==> src/design/otpl_map.vh <==
// constants for the one-time area access block: opcodes, framing, address map
// assumes spi mode 0 framing with msb first on every byte
`ifndef OTPL_MAP_VH
`define OTPL_MAP_VH

// ****************************************
// command opcodes and framing
// ****************************************
`define OTPL_OP_PROGRAM   8'h42
`define OTPL_OP_READ      8'h4B
`define OTPL_CMD_BITS     6'h08
`define OTPL_ADDR_BITS    6'h18
`define OTPL_DUMMY_BITS   6'h08
`define OTPL_BYTE_BITS    6'h08
`define OTPL_ONE_BYTE     2'h1

// ****************************************
// one-time area address map
// ****************************************
`define OTPL_AREA_LO      24'h000100
`define OTPL_AREA_HI      24'h0002FF
`define OTPL_AREA_BASE    10'h100
`define OTPL_RSVD         24'h000101
`define OTPL_LOCK_SN      10'h100
`define OTPL_SN_LO_FIRST  24'h000102
`define OTPL_SN_LO_LAST   24'h000109
`define OTPL_SN_HI_FIRST  24'h00010A
`define OTPL_SN_HI_LAST   24'h000111
`define OTPL_LOCK_U1      10'h112
`define OTPL_USER1_FIRST  24'h000114
`define OTPL_USER1_LAST   24'h000213
`define OTPL_LOCK_U17     10'h214
`define OTPL_LOCK_U25     10'h215
`define OTPL_USER17_FIRST 24'h000216
`define OTPL_USER17_LAST  24'h0002FF
`define OTPL_BIT_SN_LO    3'h0
`define OTPL_BIT_SN_HI    3'h1

// ****************************************
// fixed bits of lock bytes and fill values
// ****************************************
`define OTPL_KEEP_SN      8'hFC
`define OTPL_KEEP_U25     8'h80
`define OTPL_KEEP_NONE    8'h00
`define OTPL_ERASED       8'hFF
`define OTPL_AREA_WORDS   512

`endif

==> src/design/otpl_access.v <==
// one-time area access over a single-lane serial command port
// assumes spi pins synchronous to clk_sys and sck well below half its rate
// assumes write latch and busy levels are kept by the surrounding command logic
// assumes the lock and data bytes survive reset, as the array is nonvolatile
`timescale 1ns/1ns
`include "otpl_map.vh"

module otpl_access (
  input  wire clk_sys,
  input  wire rstn,
  input  wire spi_sck,
  input  wire spi_cs_n,
  input  wire spi_si,
  output reg  spi_so,
  output reg  spi_so_oe,
  input  wire write_latch_flag,
  input  wire embedded_busy,
  output reg  write_latch_clear,
  output reg  program_done,
  output reg  program_refused
);

  // ****************************************
  // states and storage
  // ****************************************
  localparam [2:0] ST_IDLE  = 3'h0;
  localparam [2:0] ST_CMD   = 3'h1;
  localparam [2:0] ST_ADDR  = 3'h2;
  localparam [2:0] ST_DUMMY = 3'h3;
  localparam [2:0] ST_WDATA = 3'h4;
  localparam [2:0] ST_RDATA = 3'h5;
  localparam [2:0] ST_SKIP  = 3'h6;

  reg [7:0]  otp_mem [0:`OTPL_AREA_WORDS-1];
  reg        rst_meta_n;
  reg        rst_sync_n;
  reg        sck_q;
  reg        cs_q_n;
  reg [2:0]  state;
  reg [5:0]  bit_cnt;
  reg [7:0]  shift_in;
  reg [7:0]  shift_out;
  reg [23:0] addr;
  reg        is_prog;
  reg [1:0]  byte_cnt;
  reg [7:0]  wr_byte;

  // ****************************************
  // edge and frame detection
  // ****************************************
  // detectors reset to the idle levels, so no false edge follows reset
  wire sck_rise = spi_sck & ~sck_q;
  wire sck_fall = ~spi_sck & sck_q;
  wire cs_start = ~spi_cs_n & cs_q_n;
  wire cs_end   = spi_cs_n & ~cs_q_n;
  wire [7:0] next_shift_in = {shift_in[6:0], spi_si};

  // ****************************************
  // helpers
  // ****************************************
  // true on the final bit of a field; every phase counter ends the same way
  function last_bit;
    input [5:0] cnt;
    input [5:0] len;
    begin
      last_bit = (cnt == len - 6'h01);
    end
  endfunction

  function [8:0] otp_index;
    input [23:0] a;
    reg   [9:0]  d;
    begin
      d         = a[9:0] - `OTPL_AREA_BASE;
      otp_index = d[8:0];
    end
  endfunction

  // ****************************************
  // delivery state
  // ****************************************
  // every bit of the area reads as erased until programmed
  integer k;
  initial begin
    for (k = 0; k < `OTPL_AREA_WORDS; k = k + 1) begin
      otp_mem[k] = `OTPL_ERASED;
    end
  end

  // ****************************************
  // reset release
  // ****************************************
  // assertion takes hold at once; release waits two edges to settle
  always @(posedge clk_sys or negedge rstn) begin
    if (!rstn) begin
      rst_meta_n <= 1'b0;
      rst_sync_n <= 1'b0;
    end else begin
      rst_meta_n <= 1'b1;
      rst_sync_n <= rst_meta_n;
    end
  end

  // ****************************************
  // region decode for the programming address and the read pointer
  // ****************************************
  wire       prog_ok;
  wire       lock_used;
  wire [9:0] lock_addr;
  wire [2:0] lock_bit;
  wire [7:0] keep_mask;
  wire       rd_ok;

  otpl_region_map u_prog_map (
    .addr      (addr),
    .read_ok   (rd_ok),
    .prog_ok   (prog_ok),
    .lock_used (lock_used),
    .lock_addr (lock_addr),
    .lock_bit  (lock_bit),
    .keep_mask (keep_mask)
  );

  wire [7:0] lock_byte = otp_mem[otp_index({14'h0000, lock_addr})];
  wire       locked    = lock_used & ~lock_byte[lock_bit];
  wire [7:0] old_byte  = otp_mem[otp_index(addr)];
  // programming only pulls ones to zero, so a lock bit can never be restored
  wire [7:0] new_byte  = old_byte & (wr_byte | keep_mask);
  // out-of-range reads are don't-care; the erased value is sent there
  wire [7:0] rd_byte   = rd_ok ? old_byte : `OTPL_ERASED;

  // a frame cut inside a byte leaves bit_cnt above zero and is refused
  wire prog_frame = is_prog & (byte_cnt == `OTPL_ONE_BYTE)
                  & (bit_cnt == 6'h00) & (state == ST_WDATA);
  wire prog_go    = prog_frame & write_latch_flag & prog_ok & ~locked;

  // ****************************************
  // frame end classification
  // ****************************************
  // latch clear follows the framing alone, so a refused range or lock still clears it
  wire end_latch  = cs_end & prog_frame & write_latch_flag;
  wire end_commit = cs_end & prog_go;
  wire end_refuse = cs_end & is_prog & (state != ST_SKIP) & ~prog_go;

  // ****************************************
  // program commit at the end of the frame
  // ****************************************
  // no program time is modelled: the byte lands at deselect
  always @(posedge clk_sys) begin
    if (end_commit && rst_sync_n) begin
      otp_mem[otp_index(addr)] <= new_byte;
    end
  end

  always @(posedge clk_sys or negedge rst_sync_n) begin
    if (!rst_sync_n) begin
      write_latch_clear <= 1'b0;
      program_done      <= 1'b0;
      program_refused   <= 1'b0;
    end else begin
      write_latch_clear <= end_latch;
      program_done      <= end_commit;
      program_refused   <= end_refuse;
    end
  end

  // ****************************************
  // serial command sequencer
  // ****************************************
  always @(posedge clk_sys or negedge rst_sync_n) begin
    if (!rst_sync_n) begin
      sck_q     <= 1'b0;
      cs_q_n    <= 1'b1;
      state     <= ST_IDLE;
      bit_cnt   <= 6'h00;
      shift_in  <= 8'h00;
      shift_out <= 8'hFF;
      addr      <= 24'h000000;
      is_prog   <= 1'b0;
      byte_cnt  <= 2'h0;
      wr_byte   <= 8'hFF;
      spi_so    <= 1'b0;
      spi_so_oe <= 1'b0;
    end else begin
      sck_q  <= spi_sck;
      cs_q_n <= spi_cs_n;
      if (spi_cs_n) begin
        state     <= ST_IDLE;
        spi_so_oe <= 1'b0;
      end else if (cs_start) begin
        bit_cnt  <= 6'h00;
        byte_cnt <= 2'h0;
        is_prog  <= 1'b0;
        // an embedded algorithm owns the array: the whole frame is dropped
        state    <= embedded_busy ? ST_SKIP : ST_CMD;
      end else if (embedded_busy && (state != ST_SKIP)) begin
        // busy rising inside a frame drops the rest of it, before any commit
        state     <= ST_SKIP;
        spi_so_oe <= 1'b0;
      end else begin
        case (state)
          ST_CMD: begin
            if (sck_rise) begin
              shift_in <= next_shift_in;
              bit_cnt  <= bit_cnt + 6'h01;
              if (last_bit(bit_cnt, `OTPL_CMD_BITS)) begin
                bit_cnt <= 6'h00;
                if (next_shift_in == `OTPL_OP_PROGRAM) begin
                  is_prog <= 1'b1;
                  state   <= ST_ADDR;
                end else if (next_shift_in == `OTPL_OP_READ) begin
                  state   <= ST_ADDR;
                end else begin
                  // unknown opcodes sit out the frame with the output released
                  state   <= ST_SKIP;
                end
              end
            end
          end
          ST_ADDR: begin
            if (sck_rise) begin
              // address arrives msb first and is not cleared at frame start; all 24 bits shift in
              addr    <= {addr[22:0], spi_si};
              bit_cnt <= bit_cnt + 6'h01;
              if (last_bit(bit_cnt, `OTPL_ADDR_BITS)) begin
                bit_cnt <= 6'h00;
                state   <= is_prog ? ST_WDATA : ST_DUMMY;
              end
            end
          end
          ST_DUMMY: begin
            // dummy bits are counted; their values are ignored
            if (sck_rise) begin
              bit_cnt <= bit_cnt + 6'h01;
              if (last_bit(bit_cnt, `OTPL_DUMMY_BITS)) begin
                bit_cnt <= 6'h00;
                state   <= ST_RDATA;
              end
            end
          end
          ST_WDATA: begin
            if (sck_rise) begin
              shift_in <= next_shift_in;
              bit_cnt  <= bit_cnt + 6'h01;
              if (last_bit(bit_cnt, `OTPL_BYTE_BITS)) begin
                bit_cnt <= 6'h00;
                // only the last whole byte is kept; the count decides if it may land
                wr_byte <= next_shift_in;
                // saturate so that any count beyond one stays rejected
                if (byte_cnt != 2'h3) begin
                  byte_cnt <= byte_cnt + 2'h1;
                end
              end
            end
          end
          ST_RDATA: begin
            if (sck_fall) begin
              spi_so_oe <= 1'b1;
              bit_cnt   <= bit_cnt + 6'h01;
              // the first fall of each byte loads it from the pointer, later falls shift
              if (bit_cnt == 6'h00) begin
                spi_so    <= rd_byte[7];
                shift_out <= {rd_byte[6:0], 1'b1};
                // pointer climbs past the top; no wrap to the start
                addr      <= addr + 24'h000001;
              end else begin
                spi_so    <= shift_out[7];
                shift_out <= {shift_out[6:0], 1'b1};
              end
              if (last_bit(bit_cnt, `OTPL_BYTE_BITS)) begin
                bit_cnt <= 6'h00;
              end
            end
          end
          ST_SKIP: begin
            spi_so_oe <= 1'b0;
          end
          default: begin
            state <= ST_IDLE;
          end
        endcase
      end
    end
  end

endmodule // otpl_access

==> src/design/otpl_region_map.v <==
// region decode for the one-time area: range checks, lock byte and bit per address
// assumes a 24-bit byte address as received in the command's address phase
`timescale 1ns/1ns
`include "otpl_map.vh"

module otpl_region_map (
  input  wire [23:0] addr,
  output reg         read_ok,
  output reg         prog_ok,
  output reg         lock_used,
  output reg  [9:0]  lock_addr,
  output reg  [2:0]  lock_bit,
  output reg  [7:0]  keep_mask
);

  reg [23:0] offs;

  // inclusive span test shared by every region check
  function in_span;
    input [23:0] a;
    input [23:0] lo;
    input [23:0] hi;
    begin
      in_span = (a >= lo) && (a <= hi);
    end
  endfunction

  always @* begin
    offs      = 24'h000000;
    read_ok   = in_span(addr, `OTPL_AREA_LO, `OTPL_AREA_HI);
    prog_ok   = read_ok && (addr != `OTPL_RSVD);
    lock_used = 1'b0;
    lock_addr = `OTPL_LOCK_SN;
    lock_bit  = `OTPL_BIT_SN_LO;
    keep_mask = `OTPL_KEEP_NONE;
    if (addr == {14'h0000, `OTPL_LOCK_SN}) begin
      keep_mask = `OTPL_KEEP_SN;
    end else if (addr == {14'h0000, `OTPL_LOCK_U25}) begin
      keep_mask = `OTPL_KEEP_U25;
    end else if (in_span(addr, `OTPL_SN_LO_FIRST, `OTPL_SN_LO_LAST)) begin
      lock_used = 1'b1;
    end else if (in_span(addr, `OTPL_SN_HI_FIRST, `OTPL_SN_HI_LAST)) begin
      lock_used = 1'b1;
      lock_bit  = `OTPL_BIT_SN_HI;
    end else if (in_span(addr, `OTPL_USER1_FIRST, `OTPL_USER1_LAST)) begin
      // sixteen-byte regions 1..16, one lock bit each, two lock bytes
      offs      = addr - `OTPL_USER1_FIRST;
      lock_used = 1'b1;
      lock_addr = `OTPL_LOCK_U1 + {9'h000, offs[7]};
      lock_bit  = offs[6:4];
    end else if (in_span(addr, `OTPL_USER17_FIRST, `OTPL_USER17_LAST)) begin
      // regions 17..30 and the short region 31 share one stride of sixteen
      offs      = addr - `OTPL_USER17_FIRST;
      lock_used = 1'b1;
      lock_addr = `OTPL_LOCK_U17 + {9'h000, offs[7]};
      lock_bit  = offs[6:4];
    end
  end

endmodule // otpl_region_map

==> config.mk <==
export PLATFORM = sky130hd
export DESIGN_NAME = otpl_access
export DESIGN_NICKNAME = d
export VERILOG_FILES = /design/src/design/otpl_access.v /design/src/design/otpl_region_map.v
export VERILOG_INCLUDE_DIRS = /design/src /design/src/design
export SDC_FILE = /design/constraint.sdc
export NUM_CORES = 2
export LEC_CHECK = 0
export ABC_AREA = 1
export BUFFER_PORTS_ARGS = -buffer_cell sky130_fd_sc_hd__buf_4
export CORE_MARGIN = 1
export CORE_UTILIZATION = 50
export DETAILED_ROUTE_END_ITERATION = 8
export PLACE_DENSITY_LB_ADDON = 0.25
export SYNTH_ARGS = -nofsm -noshare
export SYNTH_HDL_FRONTEND = slang
export SYNTH_SLANG_ARGS = --single-unit
==> constraint.sdc <==
create_clock -name clk_sys -period 2.65 [get_ports clk_sys]
set_clock_uncertainty 0.2 [all_clocks]
set_input_delay 0.1325 -clock clk_sys [delete_from_list [all_inputs] [get_ports clk_sys]]
set_output_delay 0.1325 -clock clk_sys [all_outputs]
set_load 0.03 [all_outputs]
## After elaboration in Yosys (flattened, before gate mapping)

Memory sizes are Yosys's and may differ from the RTL's.
Index checks and enable logic that the tools add are counted.

| operators by class | value |
|---|---|
| $add $sub $neg | 9 |
| multiply operators | 0 |
| divide/modulo/power cells | 0 |
| magnitude comparators | 10 |
| eq/ne operators | 32 |
| shift operators | 0 |
| mux-type cells | 70 |
| bitwise operators | 28 |
| reduce and logical (&&, ||, !) cells | 30 |

Operators with widths:

| operator | number |
|---|---|
| 24-bit by 9-bit greater-or-equal comparator with 1-bit output (second input constant) | 4 |
| 24-bit two-way mux | 3 |
| 3-bit two-way mux | 19 |
| 9-bit two-way mux | 6 |
| 24-bit by 10-bit <= comparator with 1-bit output (second input constant) | 2 |
| 24-bit by 9-bit <= comparator with 1-bit output (second input constant) | 2 |
| 24-bit one-hot mux with 2 select lines | 1 |
| 6-bit two-way mux | 7 |
| 8-bit two-way mux | 4 |
| 5-bit != test (second input constant) | 6 |
| 24-bit by 1-bit adder with 24-bit output (second input constant) | 1 |
| 24-bit by 10-bit equality test with 1-bit output (second input constant) | 1 |
| 24-bit by 9-bit equality test with 1-bit output (second input constant) | 1 |
| 24-bit by 10-bit greater-or-equal comparator with 1-bit output (second input constant) | 1 |
| 24-bit by 9-bit != test with 1-bit output (second input constant) | 1 |
| 6-bit AND reduction | 4 |
| 1-bit two-way mux | 20 |
| 6-bit one-hot mux with 3 select lines | 1 |
| 9-bit subtractor (second input constant) | 2 |
| 1-bit AND | 17 |
| 8-bit by 7-bit equality test with 1-bit output (second input constant) | 2 |
| 8-bit by 5-bit subtractor with 8-bit output (second input constant) | 2 |
| 7-bit AND reduction | 2 |
| 2-bit nonzero test | 7 |
| other kinds (30) | 63 |

| storage, ports and cells | value |
|---|---|
| register bits | 68 |
| bits in latches | 0 |
| bits in writable memories | 4096 |
| memory bits (read-only) | 0 |
| input bits | 7 |
| output and inout bits | 5 |
| logic and storage cells | 197 |
| memories kept | 1 |

Memory list:

| name | words | bits a word | rd ports | clocked after Yosys merged registers in | wr ports | RTL line | source |
|---|---|---|---|---|---|---|---|
| otp_mem | 512 | 8 | 2 | 0 | 1 | otpl_access.v:34 | `` reg [7:0] otp_mem [0:`OTPL_AREA_WORDS-1]; `` |

## Longest topological paths before layout

An unclocked memory read counts as a cell.

| depth | value |
|---|---|
| depth in word-level cells | 20 |
| mapped depth | 28 |
| gate-level depth less buffers | 23 |

## Modules after synthesis

A second synthesis with hierarchy kept.

| unflattened totals | value |
|---|---|
| cells, all modules | 22422 |
| area total of the unflattened synthesis | 206292.9 µm² |

By module, submodules not included:

| module | times used | cells an instance | area each (µm²) | seq. area each (µm²) |
|---|---|---|---|---|
| otpl_access | 1 | 22269 | 205542.1 | 124694.6 |
| otpl_region_map | 1 | 153 | 750.7 | 0.0 |

## Worst setup path before layout

Ideal clock, no wire load.

| timing | value |
|---|---|
| path type | register -> register |
| start | reg addr[0] |
| end | mem otp_mem[0][1], data pin |
| setup time | 4.338 ns |
| arrival time | 22.825 ns |
| required time | -1.888 ns |
| path slack | -24.713 ns |
| cell stages (with the launch flop) | 15 |
| path buffers | 5 |
| clock period less this slack | 27.363 ns |
| path through | dfrtp_1 -> clkbuf_1 -> inv_2 -> clkbuf_1 -> clkbuf_1 -> clkbuf_1 -> clkbuf_1 -> nor2_1 -> o22ai_1 -> nand2_1 -> a41oi_1 -> o21ai_0 -> nand4_1 -> nor2_1 -> a21boi_0 |

| on the way | value |
|---|---|
| word-level cells in the longest chain between the ends | 4 |
| elaborated cells on any way between the ends | 6 |
| classes of those cells | add/sub: 1; eq/ne: 1; mux: 1; bitwise: 2; memory: 1 |

Ends and longest elaborated chain:

| item | RTL line | source |
|---|---|---|
| start: declaration | otpl_access.v:43 | `reg [23:0] addr;` |
| start signal: assignment | otpl_access.v:223 | `addr <= {addr[22:0], spi_si};` |
| start signal: assignment | otpl_access.v:265 | `addr <= addr + 24'h000001;` |
| branches (longest 3 deep; another with 9-bit subtractor) | - |  |
| 8-bit AND * | otpl_access.v:128 | `wire [7:0] new_byte = old_byte & (wr_byte \| keep_mask);` |
| net new_byte[1] | otpl_access.v:128 |  |
| end: declaration | otpl_access.v:34 |  |

Mark *: on every way through the listed nets, which the timed path passes.

## Worst setup path after layout

| timing | value |
|---|---|
| start | reg addr[0] |
| end | mem otp_mem[315][0], data pin |

The elaborated chain is that of the path after synthesis.

==> impl_metrics.json <==
{
  "status": "finished, violations left",
  "violations": "negative setup slack",
  "fin_area_sq_um": 208000,
  "start_util": 0.503,
  "synth_area_per_cell_sq_um": 12.7,
  "fin_crit_sh": 1.71,
  "r2r-start": "addr[0]",
  "worst_pin_slew_ps": 1110,
  "syn_inst": 13461,
  "startpoint_type": "flip-flop",
  "firstDrtPassIters": 7,
  "ys_top_cells_by_area": "edfxtp_1, o21ai_0, nor2_1",
  "report.final.slew_viol_count": 0,
  "grt-ovfl-total": 0,
  "p_int_w": 0.133,
  "yosysSeqAreaShare": 0.729,
  "cts_inserted_buffers": 413,
  "wire_per_inst_microns": 29.0,
  "drive_gt1_frac": 0.213,
  "p_per_area_nw_per_um2": 1000,
  "seqPwrFrac": 0.343,
  "io_buffers": 11,
  "antenna_found_initial": 27,
  "setup_viol": 8215,
  "synth_mux_area_frac": 0.0000658,
  "ys.flop_type": "edfxtp_1",
  "crit_path_max_fanout": 32,
  "grt_max_degree": 63,
  "synth_area_sq_um": 171000,
  "yosys.area_share.simple": 0.121,
  "whs_path_depth": 5,
  "dieArea_sq_um": 345000,
  "drc": 0,
  "hold_viol": 0,
  "clock-sinks": 4163,
  "grt_pass1_wl_microns": 816000,
  "clkTransAtPathRegs_ps": 70,
  "clkLatencyLatePin_ps": 1010,
  "synth_top_area_frac": 0.719,
  "synth_compound_area_frac": 0.120,
  "die_width_microns": 587,
  "vias_per_cell": 6.24,
  "ys_types": 62,
  "finalWirelength_microns": 570000,
  "hp-start": "write_latch_flag",
  "nets": 14778,
  "htreeDepth": 5,
  "synth_edf_count": 4096,
  "cts_buffer_depth": 4,
  "grt_pass1_vias": 116993,
  "synth_top_family_by_area": "simple AND/OR/NAND/NOR gates",
  "rsz0062_at_grt": "yes",
  "yosysWarnings": 0,
  "fmax_ghz": 0.221,
  "via_count": 122671,
  "ios": 12,
  "cp_data_arrival_time_ps": 5010,
  "gp_congestion": 0.964,
  "placed_cell_area_sq_um": 191000,
  "ys_async_sr_fraction": 0.0161,
  "setup_tns_ps": -13362600,
  "synth-xor-area-share": 0.000665,
  "irDropWorstVdd_mv": 0.791,
  "ff2ff_path_depth": 18,
  "die_y_microns": 587,
  "cts_tree": "done",
  "maxCapViolations": 0,
  "cts-root-buf": "clkbuf_16",
  "drtAntennaViolNets": 0,
  "slew_headroom": 0.257,
  "power.switching_w": 0.0758,
  "min_period_ps": 4530,
  "synth_top_area_cell": "edfxtp_1",
  "p_sw_frac": 0.362,
  "synthAdderAreaFrac": 0.000658,
  "cp-end-kind": "flip-flop",
  "min_path_type": "input pin to flip-flop",
  "pwr-share-comb": 0.370,
  "critPathKind": "flip-flop to flip-flop",
  "rows": 214,
  "syn_to_final_growth_pct": 21.8,
  "drt_iter0_markers": 18493,
  "synth.most_common_cell": "edfxtp_1",
  "grt_usage": 0.323,
  "r2r_slack_ps": -1880,
  "coreArea_sq_um": 340000,
  "place_hpwl_microns": 364000,
  "cp_data_required_time_ps": 3130,
  "setup_slack_ps": -1880,
  "total_leakage_power_nw": 62.4,
  "r2r_end": "otp_mem[315][0]",
  "yosys-top-cells-count": "edfxtp_1, nor2_1, o21ai_0",
  "synth-seq-cells": 4163,
  "hold_end": "write_latch_clear",
  "p_clk_frac": 0.287
}
==> cell usage in the layout (no fill, tap or decap), types with 59 or more instances in the layout <==
master     netlist  layout
nand3_1         79      74
edfxtp_1      4096    4096
a41oi_1         71      59
clkbuf_1       861      65
a22o_1          86      85
nor2_1        2220    2166
nand2_1       1608    1581
inv_1          131     125
clkbuf_16        0     420
nor2_4         376     407
o22ai_1        944     929
o21ai_0       2175    2070
nand4_1         96      96
clkinv_2         0      78
a21oi_1        119     104
buf_12          36     407
clkinv_1         0      90
o21ai_1         14      85
buf_4            3    1315
nor2_2         119     142
==> how the worst max path moves through the flow <==
stage                     startpoint              end  slack, ps  cells past startpoint
after floorplan              addr[0]    otp_mem[0][1]      -5270                     14
after global placement       addr[0]  otp_mem[230][6]      -2330                     20
after detailed placement     addr[0]  otp_mem[151][6]      -2350                     20
after CTS                    addr[0]  otp_mem[359][3]      -1690                     19
after global routing         addr[0]   otp_mem[94][0]      -1860                     20
final                        addr[0]  otp_mem[315][0]      -1880                     18
==> registers in the layout (all words and copies together) (netlist names) <==
name	cells
spi_so	1
rst_meta_n	1
state	3
shift_in	7
addr	24
byte_cnt	2
spi_so_oe	1
write_latch_clear	1
program_done	1
is_prog	1
cs_q_n	1
bit_cnt	6
otp_mem	4096
shift_out	7
rst_sync_n	1
wr_byte	8
sck_q	1
program_refused	1
==> stage by stage <==
step           total power [W]   util  setup slack, ps  hold WS (ps)  std cells
3_3_place_gp             0.142  0.561            -2330          -277      18758
4_1_cts                  0.206  0.611            -1690          2.46      19631
6_report                 0.209  0.612            -1880          72.3      19663
2_1_floorplan            0.106      -            -5270          -363      13468
3_5_place_dp             0.142  0.561            -2350          -277      18758
5_1_grt                  0.214  0.612            -1860          83.7      19650
==> per-layer routing <==
layer | GRT usage | up-vias | routed length (microns)
met5 | 0 | - | 182
met4 | 0.161 | 20 | 32900
met3 | 0.0693 | 1550 | 67100
met2 | 0.499 | 8414 | 259000
met1 | 0.435 | 60490 | 211000
li1 | - | 52197 | -
==> critical path: stages, from the launching register on <==
cell	delay [ps]
dfrtp_4	570
buf_12	190
buf_16	170
buf_4	170
bufbuf_16	280
o21ai_1	180
o22ai_1	110
nand2_1	70
nand4_1	150
buf_4	220
a22oi_2	150
nand4_1	410
nor2_2	340
nand3_2	120
nand2_2	100
clkinvlp_4	150
buf_4	180
buf_12	170
buf_12	180
==> power groups by stage <==
stage          clock (W)  combinational [W]  sequential, W
3_5_place_dp           0             0.0691         0.0731
6_report          0.0600             0.0774         0.0718
2_1_floorplan          0             0.0327         0.0730
5_1_grt           0.0626             0.0799         0.0717
4_1_cts           0.0602             0.0744         0.0718
3_3_place_gp           0             0.0685         0.0731
==> cells by family after synthesis <==
kind of cell / Yosys count
compound gates: 3603
xor+xnor: 13
fa+ha+maj: 9
buf+inv: 1121
flops: 4163
mux: 1
other cells: 2
simple gates: 4549
==> layout make-up <==
class                           instances  area, sq um
Antenna cell                           18         45.0
Multi-Input combinational cell       8184        42700
Timing Repair inverter                  1         30.0
Clock inverter                        279         3080
Tap cell                             4536         5680
Clock buffer                          483        10700
Sequential cell                      4163       125000
Timing Repair Buffer                 1851        20900
Fill cell                           25419       132000
Inverter                              148          629
==> what timing repair did <==
item / 4_1_cts / 5_1_grt
setup buffers: 55 / 10
hold endpoints to repair: 66 / 0
hold buffers: 13 / 0
pin swaps: 72 / 25
endpoints found under the setup margin: 8214 / 8225
gates resized for setup: 319 / 90
gates cloned: 47 / 4
No activity file was read; power rests on OpenSTA's default activity.
